### src/rtl/coproc_branch_pkg.sv
/*
  Constants, types and decode helper for the coprocessor condition branch unit.
  Assumes a single 100 MHz core clock and a synchronous active-high reset.
*/
// Summary of operation
// - Decode fp true branch: opcode 010001, sub 01000, nullify 0, sense 1.
// - Decode fp true-likely branch: same fields, nullify 1, sense 1.
// - Decode second_coproc_opcode false branch: opcode 010010, sub 01000, nullify 0, sense 0.
// - Target is sign-extended offset shifted by 2, added to delay-slot address.
// - Fp true forms branch only when selected code is 1, after delay slot.
// - Likely forms nullify the delay slot when not taken, then go sequential.
// - Second_coproc_opcode false branch taken only when selected second_coproc_opcode condition is 0.
// - Raise coprocessor-unusable, reserved-instruction or fp unimplemented-operation.
// - Fp condition codes change only through the fp compare write.
// - Eight fp condition codes from 0; selector field picks one.
// - Code 0 is the legacy condition: condition signal and bit 0 of the condition register.
package coproc_branch_pkg;

  // ----------------------------------------
  // Instruction encoding
  // ----------------------------------------
  localparam logic [5:0] FPU_MAJOR_OPCODE = 6'h11;
  localparam logic [5:0] SECOND_COPROC_OPCODE = 6'h12;
  localparam logic [4:0] BRANCH_SUBFIELD = 5'h08;
  localparam int OFFSET_SHIFT = 2;
  localparam int NUM_CODES = 8;
  localparam int INSTR_BYTES = 4;

  // ----------------------------------------
  // Register map and reset values
  // ----------------------------------------
  localparam logic [7:0] CTRL_OFS = 8'h00;
  localparam logic [7:0] COND_OFS = 8'h04;
  localparam logic [7:0] STATUS_OFS = 8'h08;
  localparam logic [7:0] TARGET_LO_OFS = 8'h0c;
  localparam logic [7:0] TARGET_HI_OFS = 8'h10;
  localparam logic [7:0] TAKEN_CNT_OFS = 8'h14;
  localparam logic [7:0] NULLIFY_CNT_OFS = 8'h18;
  localparam int CTRL_FPU_PRESENT = 0;
  localparam int CTRL_FPU_USABLE = 1;
  localparam int CTRL_SECOND_COPROC_OPCODE_PRESENT = 2;
  localparam int CTRL_SECOND_COPROC_OPCODE_USABLE = 3;
  localparam int CTRL_FP_UNIMPL = 4;
  localparam logic [4:0] CTRL_RESET = 5'h0f;
  localparam logic [7:0] FCC_RESET = 8'h00;
  localparam logic [31:0] CNT_RESET = 32'h0000_0000;

  // ----------------------------------------
  // Types
  // ----------------------------------------
  typedef enum logic [1:0] {
    BR_NONE = 2'h0,
    BR_FP_TRUE = 2'h1,
    BR_FP_TRUE_LIKELY = 2'h2,
    BR_SECOND_COPROC_OPCODE_FALSE = 2'h3
  } branch_kind_type;

  typedef enum logic [1:0] {
    ST_IDLE = 2'h0,
    ST_SLOT = 2'h1,
    ST_REDIRECT = 2'h3
  } seq_state_type;

  typedef struct packed {
    branch_kind_type kind;
    logic [2:0] code_selector;
    logic nullify_flag;
    logic sense_flag;
    logic [15:0] offset;
  } branch_decode_type;

  typedef struct packed {
    logic cop_unusable;
    logic reserved_instr;
    logic fp_unimpl;
  } branch_exc_type;

  function automatic branch_decode_type decode_branch(input logic [31:0] instr);
    branch_decode_type d;
    d.code_selector = instr[20:18];
    d.nullify_flag = instr[17];
    d.sense_flag = instr[16];
    d.offset = instr[15:0];
    d.kind = BR_NONE;
    if (instr[25:21] == BRANCH_SUBFIELD) begin
      if (instr[31:26] == FPU_MAJOR_OPCODE && instr[16]) begin
        d.kind = instr[17] ? BR_FP_TRUE_LIKELY : BR_FP_TRUE;
      end else if (instr[31:26] == SECOND_COPROC_OPCODE && instr[17:16] == 2'b00) begin
        d.kind = BR_SECOND_COPROC_OPCODE_FALSE;
      end
    end
    return d;
  endfunction

endpackage

### src/rtl/cond_code_file.sv
/*
  Eight floating point condition codes with a compare write port.
  Assumes the compare unit runs on the same clock.
*/
`timescale 1ns/1ps
module cond_code_file
  import coproc_branch_pkg::*;
#(
  parameter int N = NUM_CODES
) (
  input wire logic clk_i,
  input wire logic rst_i,
  input wire logic cmp_wr_i,
  input wire logic [$clog2(N)-1:0] cmp_idx_i,
  input wire logic cmp_val_i,
  input wire logic [$clog2(N)-1:0] rd_sel_i,
  output logic [N-1:0] codes_o,
  output logic sel_val_o
);
  // ----------------------------------------
  // Storage
  // ----------------------------------------
  always_ff @(posedge clk_i) begin
    if (rst_i) begin
      codes_o <= N'(FCC_RESET);
    end else if (cmp_wr_i) begin
      codes_o[cmp_idx_i] <= cmp_val_i;
    end
  end

  assign sel_val_o = codes_o[rd_sel_i];
endmodule

### src/rtl/branch_target_calc.sv
/*
  PC-relative target and fall-through address for a branch.
  Assumes instruction addresses are word aligned.
*/
`timescale 1ns/1ps
module branch_target_calc
  import coproc_branch_pkg::*;
#(
  parameter int GPRLEN = 64
) (
  input wire logic [GPRLEN-1:0] branch_pc_i,
  input wire logic [15:0] offset_i,
  output logic [GPRLEN-1:0] target_o,
  output logic [GPRLEN-1:0] seq_pc_o
);
  logic [GPRLEN-1:0] slot_pc;
  logic [GPRLEN-1:0] ext_ofs;

  function automatic logic [GPRLEN-1:0] step(input logic [GPRLEN-1:0] pc);
    return pc + GPRLEN'(INSTR_BYTES);
  endfunction

  // Offset is relative to the delay slot, not the branch itself
  assign slot_pc = step(branch_pc_i);
  assign ext_ofs = {{(GPRLEN-18){offset_i[15]}}, offset_i, 2'b00};
  assign target_o = slot_pc + ext_ofs;
  assign seq_pc_o = step(slot_pc);
endmodule

### src/rtl/coproc_cond_branch_unit.sv
/*
  Decode and sequencing of coprocessor condition branches with a Wishbone
  classic register slave. Assumes the pipeline presents one instruction at a
  time with its address, reports when the delay slot issues, and honours the
  redirect and nullify outputs.
*/
`timescale 1ns/1ps
module coproc_cond_branch_unit
  import coproc_branch_pkg::*;
#(
  parameter int GPRLEN = 64,
  parameter int N = NUM_CODES
) (
  input wire logic clk_i,
  input wire logic rst_i,
  // Instruction side
  input wire logic instr_valid_i,
  input wire logic [31:0] instr_i,
  input wire logic [GPRLEN-1:0] instr_pc_i,
  output logic ready_o,
  output logic hit_o,
  input wire logic slot_valid_i,
  output logic slot_nullify_o,
  output logic redirect_valid_o,
  output logic redirect_taken_o,
  output logic [GPRLEN-1:0] redirect_pc_o,
  output logic exc_cop_unusable_o,
  output logic exc_reserved_o,
  output logic exc_fp_unimpl_o,
  // Condition sources
  input wire logic cmp_wr_i,
  input wire logic [$clog2(N)-1:0] cmp_idx_i,
  input wire logic cmp_val_i,
  input wire logic [N-1:0] second_coproc_opcode_cond_i,
  output logic fpu_condition_signal_o,
  // Wishbone classic slave
  input wire logic [7:0] wb_adr_i,
  input wire logic [31:0] wb_dat_i,
  output logic [31:0] wb_dat_o,
  input wire logic wb_we_i,
  input wire logic [3:0] wb_sel_i,
  input wire logic wb_cyc_i,
  input wire logic wb_stb_i,
  output logic wb_ack_o
);

  // ----------------------------------------
  // Declarations
  // ----------------------------------------
  seq_state_type state_r;
  seq_state_type state_nxt;
  branch_decode_type dec;
  branch_exc_type exc_nxt;
  branch_exc_type exc_r;
  logic [4:0] ctrl_r;
  logic [N-1:0] fcc;
  logic fcc_sel;
  logic cond_met;
  logic accept;
  logic take_branch;
  logic [GPRLEN-1:0] target;
  logic [GPRLEN-1:0] seq_pc;
  logic [GPRLEN-1:0] target_r;
  logic [GPRLEN-1:0] seq_pc_r;
  logic [GPRLEN-1:0] redirect_pc_r;
  logic [63:0] target_wide;
  logic taken_r;
  logic nullify_r;
  logic redirect_taken_r;
  branch_kind_type last_kind_r;
  logic [31:0] taken_cnt_r;
  logic [31:0] nullify_cnt_r;
  logic wb_req;
  logic wb_ack_r;
  logic [31:0] wb_dat_r;
  logic [31:0] rd_mux;
  logic slot_done;
  logic wb_wr;
  logic wb_rd;

  // ----------------------------------------
  // Helpers
  // ----------------------------------------
  // Counters wrap silently; software reads them as deltas
  function automatic logic [31:0] bump(input logic [31:0] v);
    return v + 32'h0000_0001;
  endfunction

  // Absent unit wins over unusable, which wins over unimplemented
  function automatic branch_exc_type exc_check(input logic present, input logic usable,
      input logic unimpl);
    branch_exc_type e;
    e = '0;
    if (!present) begin
      e.reserved_instr = 1'b1;
    end else if (!usable) begin
      e.cop_unusable = 1'b1;
    end else if (unimpl) begin
      e.fp_unimpl = 1'b1;
    end
    return e;
  endfunction

  // ----------------------------------------
  // Submodules
  // ----------------------------------------
  cond_code_file #(
    .N(N)
  ) u_codes (
    .clk_i(clk_i),
    .rst_i(rst_i),
    .cmp_wr_i(cmp_wr_i),
    .cmp_idx_i(cmp_idx_i),
    .cmp_val_i(cmp_val_i),
    .rd_sel_i(dec.code_selector),
    .codes_o(fcc),
    .sel_val_o(fcc_sel)
  );

  branch_target_calc #(
    .GPRLEN(GPRLEN)
  ) u_target (
    .branch_pc_i(instr_pc_i),
    .offset_i(dec.offset),
    .target_o(target),
    .seq_pc_o(seq_pc)
  );

  // ----------------------------------------
  // Decode
  // ----------------------------------------
  assign dec = decode_branch(instr_i);
  // Hit shows even while busy; only accept starts a branch
  assign hit_o = instr_valid_i && (dec.kind != BR_NONE);
  assign ready_o = (state_r == ST_IDLE);
  assign accept = hit_o && ready_o;

  // ----------------------------------------
  // Condition select
  // ----------------------------------------
  // No hazard check against a recent compare: software spaces them
  always_comb begin
    unique case (dec.kind)
      BR_FP_TRUE, BR_FP_TRUE_LIKELY: cond_met = (fcc_sel == 1'b1);
      BR_SECOND_COPROC_OPCODE_FALSE: cond_met = (second_coproc_opcode_cond_i[dec.code_selector] == 1'b0);
      BR_NONE: cond_met = 1'b0;
    endcase
  end

  // ----------------------------------------
  // Exception checks
  // ----------------------------------------
  always_comb begin
    exc_nxt = '0;
    if (accept) begin
      if (dec.kind == BR_SECOND_COPROC_OPCODE_FALSE) begin
        // Second_coproc_opcode has no unimplemented-operation case
        exc_nxt = exc_check(ctrl_r[CTRL_SECOND_COPROC_OPCODE_PRESENT], ctrl_r[CTRL_SECOND_COPROC_OPCODE_USABLE],
          1'b0);
      end else begin
        exc_nxt = exc_check(ctrl_r[CTRL_FPU_PRESENT], ctrl_r[CTRL_FPU_USABLE],
          ctrl_r[CTRL_FP_UNIMPL]);
      end
    end
  end

  // Exceptions replace the branch: no slot, no redirect
  assign take_branch = accept && (exc_nxt == '0);

  // ----------------------------------------
  // Exception pulses
  // ----------------------------------------
  always_ff @(posedge clk_i) begin
    if (rst_i) begin
      exc_r <= '0;
    end else begin
      exc_r <= exc_nxt;
    end
  end

  assign exc_cop_unusable_o = exc_r.cop_unusable;
  assign exc_reserved_o = exc_r.reserved_instr;
  assign exc_fp_unimpl_o = exc_r.fp_unimpl;

  // ----------------------------------------
  // Sequencer
  // ----------------------------------------
  // Delay slot issued while waiting; the redirect follows next cycle
  assign slot_done = (state_r == ST_SLOT) && slot_valid_i;

  // The slot is not checked for being a branch itself; that case is undefined
  always_comb begin
    state_nxt = state_r;
    unique case (state_r)
      ST_IDLE: begin
        if (take_branch) begin
          state_nxt = ST_SLOT;
        end
      end
      ST_SLOT: begin
        if (slot_valid_i) begin
          state_nxt = ST_REDIRECT;
        end
      end
      ST_REDIRECT: state_nxt = ST_IDLE;
      default: state_nxt = ST_IDLE;
    endcase
  end

  always_ff @(posedge clk_i) begin
    if (rst_i) begin
      state_r <= ST_IDLE;
    end else begin
      state_r <= state_nxt;
    end
  end

  // ----------------------------------------
  // Captured branch outcome
  // ----------------------------------------
  always_ff @(posedge clk_i) begin
    if (rst_i) begin
      taken_r <= 1'b0;
      nullify_r <= 1'b0;
      target_r <= '0;
      seq_pc_r <= '0;
      last_kind_r <= BR_NONE;
    end else if (take_branch) begin
      taken_r <= cond_met;
      nullify_r <= dec.nullify_flag && !cond_met;
      target_r <= target;
      seq_pc_r <= seq_pc;
      last_kind_r <= dec.kind;
    end
  end

  // Slot still executes for non-likely forms
  assign slot_nullify_o = (state_r == ST_SLOT) && nullify_r;

  // ----------------------------------------
  // Redirect after the delay slot
  // ----------------------------------------
  always_ff @(posedge clk_i) begin
    if (rst_i) begin
      redirect_pc_r <= '0;
      redirect_taken_r <= 1'b0;
    end else if (slot_done) begin
      redirect_pc_r <= taken_r ? target_r : seq_pc_r;
      redirect_taken_r <= taken_r;
    end
  end

  assign redirect_valid_o = (state_r == ST_REDIRECT);
  assign redirect_pc_o = redirect_pc_r;
  assign redirect_taken_o = redirect_taken_r;

  // ----------------------------------------
  // Event counters
  // ----------------------------------------
  // Only branches that reach their delay slot are counted
  always_ff @(posedge clk_i) begin
    if (rst_i) begin
      taken_cnt_r <= CNT_RESET;
    end else if (slot_done && taken_r) begin
      taken_cnt_r <= bump(taken_cnt_r);
    end
  end

  always_ff @(posedge clk_i) begin
    if (rst_i) begin
      nullify_cnt_r <= CNT_RESET;
    end else if (slot_done && nullify_r) begin
      nullify_cnt_r <= bump(nullify_cnt_r);
    end
  end

  // ----------------------------------------
  // Legacy condition
  // ----------------------------------------
  assign fpu_condition_signal_o = fcc[0];

  // ----------------------------------------
  // Wishbone slave
  // ----------------------------------------
  // One wait state: ack in the cycle after the strobe, then dropped
  assign wb_req = wb_cyc_i && wb_stb_i && !wb_ack_r;
  // Write lands on the acknowledged edge, while the master still holds it
  assign wb_wr = wb_cyc_i && wb_stb_i && wb_ack_r && wb_we_i;
  assign wb_rd = wb_req && !wb_we_i;

  always_ff @(posedge clk_i) begin
    if (rst_i) begin
      wb_ack_r <= 1'b0;
    end else begin
      wb_ack_r <= wb_req;
    end
  end

  assign wb_ack_o = wb_ack_r;

  // ----------------------------------------
  // Control register
  // ----------------------------------------
  // Control is the only writable register; compare alone sets the codes
  always_ff @(posedge clk_i) begin
    if (rst_i) begin
      ctrl_r <= CTRL_RESET;
    end else if (wb_wr && wb_adr_i == CTRL_OFS && wb_sel_i[0]) begin
      ctrl_r <= wb_dat_i[4:0];
    end
  end

  // ----------------------------------------
  // Read path
  // ----------------------------------------
  // Read data is captured with the request so it stands with ack
  assign target_wide = 64'(target_r);

  always_comb begin
    rd_mux = 32'h0000_0000;
    unique case (wb_adr_i)
      CTRL_OFS: rd_mux = {27'h0000000, ctrl_r};
      COND_OFS: rd_mux = {{(32-N){1'b0}}, fcc};
      STATUS_OFS: rd_mux = {26'h0000000, nullify_r, taken_r, state_r, last_kind_r};
      TARGET_LO_OFS: rd_mux = target_wide[31:0];
      TARGET_HI_OFS: rd_mux = target_wide[63:32];
      TAKEN_CNT_OFS: rd_mux = taken_cnt_r;
      NULLIFY_CNT_OFS: rd_mux = nullify_cnt_r;
      default: rd_mux = 32'h0000_0000;
    endcase
  end

  always_ff @(posedge clk_i) begin
    if (rst_i) begin
      wb_dat_r <= 32'h0000_0000;
    end else if (wb_rd) begin
      wb_dat_r <= rd_mux;
    end
  end

  assign wb_dat_o = wb_dat_r;

endmodule

### config.mk
export PLATFORM = sky130hd
export DESIGN_NAME = coproc_cond_branch_unit
export DESIGN_NICKNAME = d
export VERILOG_FILES = /design/src/rtl/coproc_branch_pkg.sv /design/src/rtl/cond_code_file.sv /design/src/rtl/branch_target_calc.sv /design/src/rtl/coproc_cond_branch_unit.sv
export SDC_FILE = /design/constraint.sdc
export NUM_CORES = 1
export LEC_CHECK = 0
export ABC_AREA = 0
export BUFFER_PORTS_ARGS = -buffer_cell sky130_fd_sc_hd__clkbuf_2
export CAP_MARGIN = 5
export CORE_MARGIN = 2
export CORE_UTILIZATION = 45
export CTS_BUF_LIST = sky130_fd_sc_hd__clkbuf_8
export DETAILED_ROUTE_END_ITERATION = 16
export GPL_TIMING_DRIVEN = 0
export SLEW_MARGIN = 20
export SYNTH_ARGS = -nofsm -noshare
export SYNTH_HDL_FRONTEND = slang
export SYNTH_SLANG_ARGS = --single-unit
### constraint.sdc
create_clock -name clk_i -period 11.5 [get_ports clk_i]
set_input_delay 0.575 -clock clk_i [delete_from_list [all_inputs] [get_ports clk_i]]
set_output_delay 0.575 -clock clk_i [all_outputs]
set_load 0.02 [all_outputs]
**After elaboration in Yosys (flattened, before gate mapping)**

Index checks and enable logic that the tools add are counted.

- Add/sub/neg operators: 5
- Magnitude comparators: 3
- Equal/unequal tests: 16
- Muxes and demuxes: 28
- Bitwise logic cells: 1
- Reductions and logical operators: 29

Operators with widths:

| operator | count |
|---|---|
| 32-bit one-hot mux with 7 select lines | 1 |
| 64-bit by 3-bit adder with 64-bit output (second input constant) | 2 |
| 32-bit by 1-bit adder with 32-bit output (second input constant) | 2 |
| 64-bit adder | 1 |
| 64-bit two-way mux | 1 |
| 8-bit by 5-bit == test with 1-bit output (second input constant) | 3 |
| 1-bit logical AND | 18 |
| 8-bit by 4-bit == test with 1-bit output (second input constant) | 2 |
| 6-bit by 5-bit == test with 1-bit output (second input constant) | 2 |
| 1-bit two-way mux | 12 |
| 2-bit two-way mux | 6 |
| 8-bit bitwise mux | 1 |
| 8-bit by 3-bit == test with 1-bit output (second input constant) | 1 |
| 8-bit zero test | 1 |
| 3-bit by 4-bit < comparator with 1-bit output (second input constant) | 2 |
| 1-bit binary-select mux with 3-bit select | 2 |
| 2-bit == test (second input constant) | 3 |
| 2-bit zero test | 3 |
| 3-bit two-way mux | 2 |
| 5-bit by 4-bit == test with 1-bit output (second input constant) | 1 |
| 2-bit by 1-bit == test with 1-bit output (second input constant) | 2 |
| 2-bit one-hot mux with 2 select lines | 1 |
| 1-bit demux with 3-bit select | 1 |
| 3-bit by 1-bit greater-or-equal comparator with 1-bit output (second input constant) | 1 |
| 9 further kinds | 11 |

- Register bits: 312
- Input port bits: 160
- Output and inout bits: 106
- Logic and storage cells: 99

**Depth between registers and ports, before layout**

- Word-level depth: 13
- Gate-level depth with buffers: 20

**By module**

From an unflattened synthesis, not the netlist that was laid out.

- Cells, all modules: 2690
- Area total of the unflattened synthesis: 20850.0 µm²

By module, submodules not included:

| module | instances | cells an instance | area each (µm²) | sequential area each (µm²) |
|---|---|---|---|---|
| coproc_cond_branch_unit | 1 | 1564 | 13217.7 | 6085.8 |
| branch_target_calc | 1 | 1089 | 7211.9 | 0.0 |
| cond_code_file | 1 | 37 | 420.4 | 160.2 |

**Worst setup path before layout**

Ideal clock, no wire load.

- Path kind: input-to-reg
- Start: input port instr_pc_i[4]
- End: register target_r[62]
- Library setup time: 0.063 ns
- Arrival time: 4.920 ns
- Path slack: 6.518 ns
- Cell stages on the path: 18
- Path buffers: 3
- Cells stage by stage: buf_4 -> nand3_1 -> or4_1 -> buf_2 -> or3_1 -> xor2_1 -> inv_1 -> ha_1 -> clkbuf_1 -> and4_1 -> nand2_1 -> or4_1 -> o21a_1 -> o41a_1 -> o21ai_1 -> a31oi_1 -> or4_1 -> nand3_1

- Cells in the longest elaborated chain, start to end: 2

RTL lines:

| element | line | source |
|---|---|---|
| from (decl) | coproc_cond_branch_unit.sv:19 | `input wire logic [GPRLEN-1:0] instr_pc_i,` |
| 64-bit by 3-bit adder with 64-bit output | branch_target_calc.sv:20 | `return pc + GPRLEN'(INSTR_BYTES);` |
| 64-bit adder | branch_target_calc.sv:26 | `assign target_o = slot_pc + ext_ofs;` |
| to (signal assigned) | coproc_cond_branch_unit.sv:231 | `target_r <= target;` |
| to (decl) | coproc_cond_branch_unit.sv:63 | `logic [GPRLEN-1:0] target_r;` |

No other way between the ends.
A chain may end at the register's enable or synchronous reset.

**Worst setup path in the final report**

- Start: input port instr_pc_i[2]
- End: register target_r[62]

Same word-level chain as after synthesis.

==> results.sh <==
export IMPL_avgSynthCellArea_um2=7.716
export IMPL_rr_worst_depth=8
export IMPL_syn_cell_area_um2=19970
export IMPL_cpPeakStageDelay_ns=0.74
export IMPL_fillers=4504
export IMPL_synth_cell_type_count=80
export IMPL_initial_utilization=0.4536
export IMPL_dp_slack_ns=5.039
export IMPL_critPathKind="input pin to register"
export IMPL_synth_flop_cell="dfxtp_1"
export IMPL_finalSetupViolations=0
export IMPL_gp_congestion=1.023
export IMPL_hold_viol_final=0
export IMPL_grt_max_degree=58
export IMPL_max_freq_mhz=177.8
export IMPL_grt_overflow_total=0
export IMPL_via_count=20570
export IMPL_clockBufferDepth=3
export IMPL_worstSetupEndpointType="register"
export IMPL_antenna_left=0
export IMPL_grt_pass1_wl_um=116800
export IMPL_startpoint_type="input pin"
export IMPL_switching_share=0.2928
export IMPL_min_from="instr_pc_i[0]"
export IMPL_die_h_um=214.7
export IMPL_pwr_share_seq=0.439
export IMPL_root_buffer="clkbuf_8"
export IMPL_placed_cells=3402
export IMPL_powerDensity_nw_per_um2=107.3
export IMPL_core_rowCount=77
export IMPL_maxCapViolations=0
export IMPL_syn_num_nets=2827
export IMPL_crit_family="simple AND/OR/NAND/NOR gates"
export IMPL_cts_tree="done"
export IMPL_cts_buffers=51
export IMPL_ys_seq_area_frac=0.3108
export IMPL_design_final_nets=3102
export IMPL_async_flop_share=0
export IMPL_leakage_nw=8.430
export IMPL_skew_ns=0.03757
export IMPL_grt_antenna_before_repair=0
export IMPL_post_drt_wl_per_cell_um=22.55
export IMPL_post_route_min_period_ns=5.624
export IMPL_track_usage=0.3289
export IMPL_hpwlAfterDp_um=63540
export IMPL_grt_pass1_vias=18910
export IMPL_reg2reg_slack_ns=8.04
export IMPL_whs_ns=0.2138
export IMPL_synth_top_area_frac=0.3108
export IMPL_path_max_fanout=8
export IMPL_required_ns=12.06
export IMPL_ys_warn_count=0
export IMPL_remaining_drc_errors=0
export IMPL_first_iter_violations=2115
export IMPL_syn_inst=2588
export IMPL_p_switching_w=0.0007176
export IMPL_worst_pin_slew_ns=1.251
export IMPL_cts_sinks=310
export IMPL_clkPwrFrac=0.402
export IMPL_synthToLayoutAreaGrowth_pct=14.40
export IMPL_status="completed"
export IMPL_hold_end="target_r[0]"
export IMPL_setup_ws_ns=5.876
export IMPL_tns_ns=0
export IMPL_yosysTopAreaCell="dfxtp_1"
export IMPL_hp_class="input pin to register"
export IMPL_cts_hold_buf=0
export IMPL_cts_reportedPaths_clkPinSlew_ns=0.07
export IMPL_ios=266
export IMPL_instances_no_fill=3486
export IMPL_postCtsSetupBuffers=0
export IMPL_die_area_um2=46080
export IMPL_arrival_ns=6.18
export IMPL_final_period_utilization=0.4890
export IMPL_rr_endpoint="seq_pc_r[49]"
export IMPL_ys_ff_latch=310
export IMPL_synth_area_leaders="dfxtp_1, nand2_1, a21oi_1, nor2_1, ha_1"
export IMPL_first_pass_iters=7
export IMPL_cp_cell_sequence="clkbuf_2 -> buf_2 -> nand4_1 -> nor4_2 -> nand2_1 -> xnor2_1 -> ha_1 -> nand4_1 -> or4_1 -> o21a_1 -> o41a_1 -> o21ai_1 -> a31oi_1 -> or4_1 -> nand3_1"
export IMPL_cts_resized=0
export IMPL_fp_dieW_um=214.7
export IMPL_rsz0062_at_grt="false"
export IMPL_synth_most_common_cell="nand2_1"
export IMPL_drt_total_wl_um=78620
export IMPL_vias_per_cell=5.900
export IMPL_drive_above_1_share=0.1289
export IMPL_worstReg2RegStart="ctrl_r[0]"
export IMPL_hold_path_depth=3
export IMPL_synth_common_cells="nand2_1, dfxtp_1, nor2_1"
export IMPL_p_comb_frac=0.159
export IMPL_maxSlewViolCount=0
export IMPL_htree_levels=2
export IMPL_relSlewSlack=0.1584
export IMPL_cp_buffers_inverters=2
export IMPL_io_buffer_count=222
export IMPL_clkLatencyLatePin_ns=0.62
export IMPL_core_area_um2=44030
export IMPL_synth_edff_count=0
export IMPL_cp_slowest_cell="nor4_2"
export IMPL_antenna_cells=0
export IMPL_irDropWorstVdd_uv=73.32
export IMPL_p_int_w=0.001733
==> stage by stage <==
| stage | power, W | util | instance area (um2) |
|---|---|---|---|
| 4_1_cts | 0.002445 | 0.5187 | 22840 |
| 3_5_place_dp | 0.001478 | 0.4960 | 21840 |
| 5_1_grt | 0.002540 | 0.5189 | 22840 |
| 2_1_floorplan | 0.001350 | - | 19970 |
| 6_report | 0.002451 | 0.5189 | 22840 |
| 3_3_place_gp | 0.001476 | 0.4956 | 21820 |
==> how the worst max path moves through the flow <==
stage | from | end | slack (ns) | cells past startpoint
3_5_place_dp | instr_pc_i[2] | target_r[62] | 5.04 | 15
6_report | instr_pc_i[2] | target_r[62] | 5.88 | 15
3_3_place_gp | instr_pc_i[6] | target_r[59] | 4.96 | 17
5_1_grt | instr_pc_i[6] | target_r[59] | 5.59 | 17
2_1_floorplan | instr_pc_i[4] | target_r[62] | 6.52 | 18
4_1_cts | instr_pc_i[2] | target_r[62] | 5.66 | 15
==> worst min-delay path, stage by stage <==
cell	delay [ns]
clkbuf_2	0.09
nand2_1	0.05
a21oi_1	0.05
==> cell usage in the layout (no fill, tap or decap), types with 35 or more instances in the layout <==
cell and count:
a211oi_1 73, a21oi_1 229, and3_1 43, clkbuf_1 121, clkbuf_2 223, clkbuf_8 65
dfxtp_1 310, ha_1 78, inv_1 70, mux2_2 35, mux2i_1 89, nand2_1 346
nand3_1 93, nand4_1 67, nor2_1 295, nor3_1 55, o21ai_0 82, or3_1 39
xnor2_1 95, xor2_1 88
==> power groups by stage <==
| stage | clock [W] | sequential [W] | combinational, W |
|---|---|---|---|
| final | 0.000986 | 0.00108 | 0.000389 |
| after floorplan | 0 | 0.00110 | 0.000250 |
| after global placement | 0 | 0.00110 | 0.000377 |
| after global routing | 0.00104 | 0.00108 | 0.000425 |
| after detailed placement | 0 | 0.00110 | 0.000379 |
| after CTS | 0.000988 | 0.00108 | 0.000381 |
==> cells by family after synthesis <==
| logic type | share of synthesized area |
|---|---|
| multiplexers | 0.06886 |
| buffers and inverters | 0.04129 |
| adder cells (fa/ha/maj) | 0.04987 |
| AO/OA/AOI/OAI | 0.1817 |
| AND/OR/NAND/NOR | 0.2664 |
| flip-flops | 0.3108 |
| XOR/XNOR | 0.08108 |
==> sequential cells by signal (all words and copies together) (netlist names), 5 cells and up <==
name / count
taken_cnt_r: 32
wb_dat_o: 32
redirect_pc_o: 64
u_codes.codes_o: 8
target_r: 64
ctrl_r: 5
seq_pc_r: 62
nullify_cnt_r: 32
==> metal layers <==
layer  share of wire  vias to the layer above  track usage
met3           0.072                      104      0.04794
met1            0.46                     9792       0.4634
met5               0                        -            0
met2            0.44                      797       0.5189
met4           0.030                        0       0.1009
li1                -                     9874            -
==> final cells by class <==
cell class                      instances  area (um2)  area share
Multi-Input combinational cell       2065       12960      0.5672
Sequential cell                       310        6206      0.2717
Tap cell                              592       740.7     0.03242
Timing Repair Buffer                  222        1114     0.04875
Clock buffer                           65       894.6     0.03916
Inverter                               58       217.7    0.009530
Clock inverter                         19       107.6    0.004710
Buffer                                155       606.8     0.02656
No activity file was read; power rests on OpenSTA's default activity.
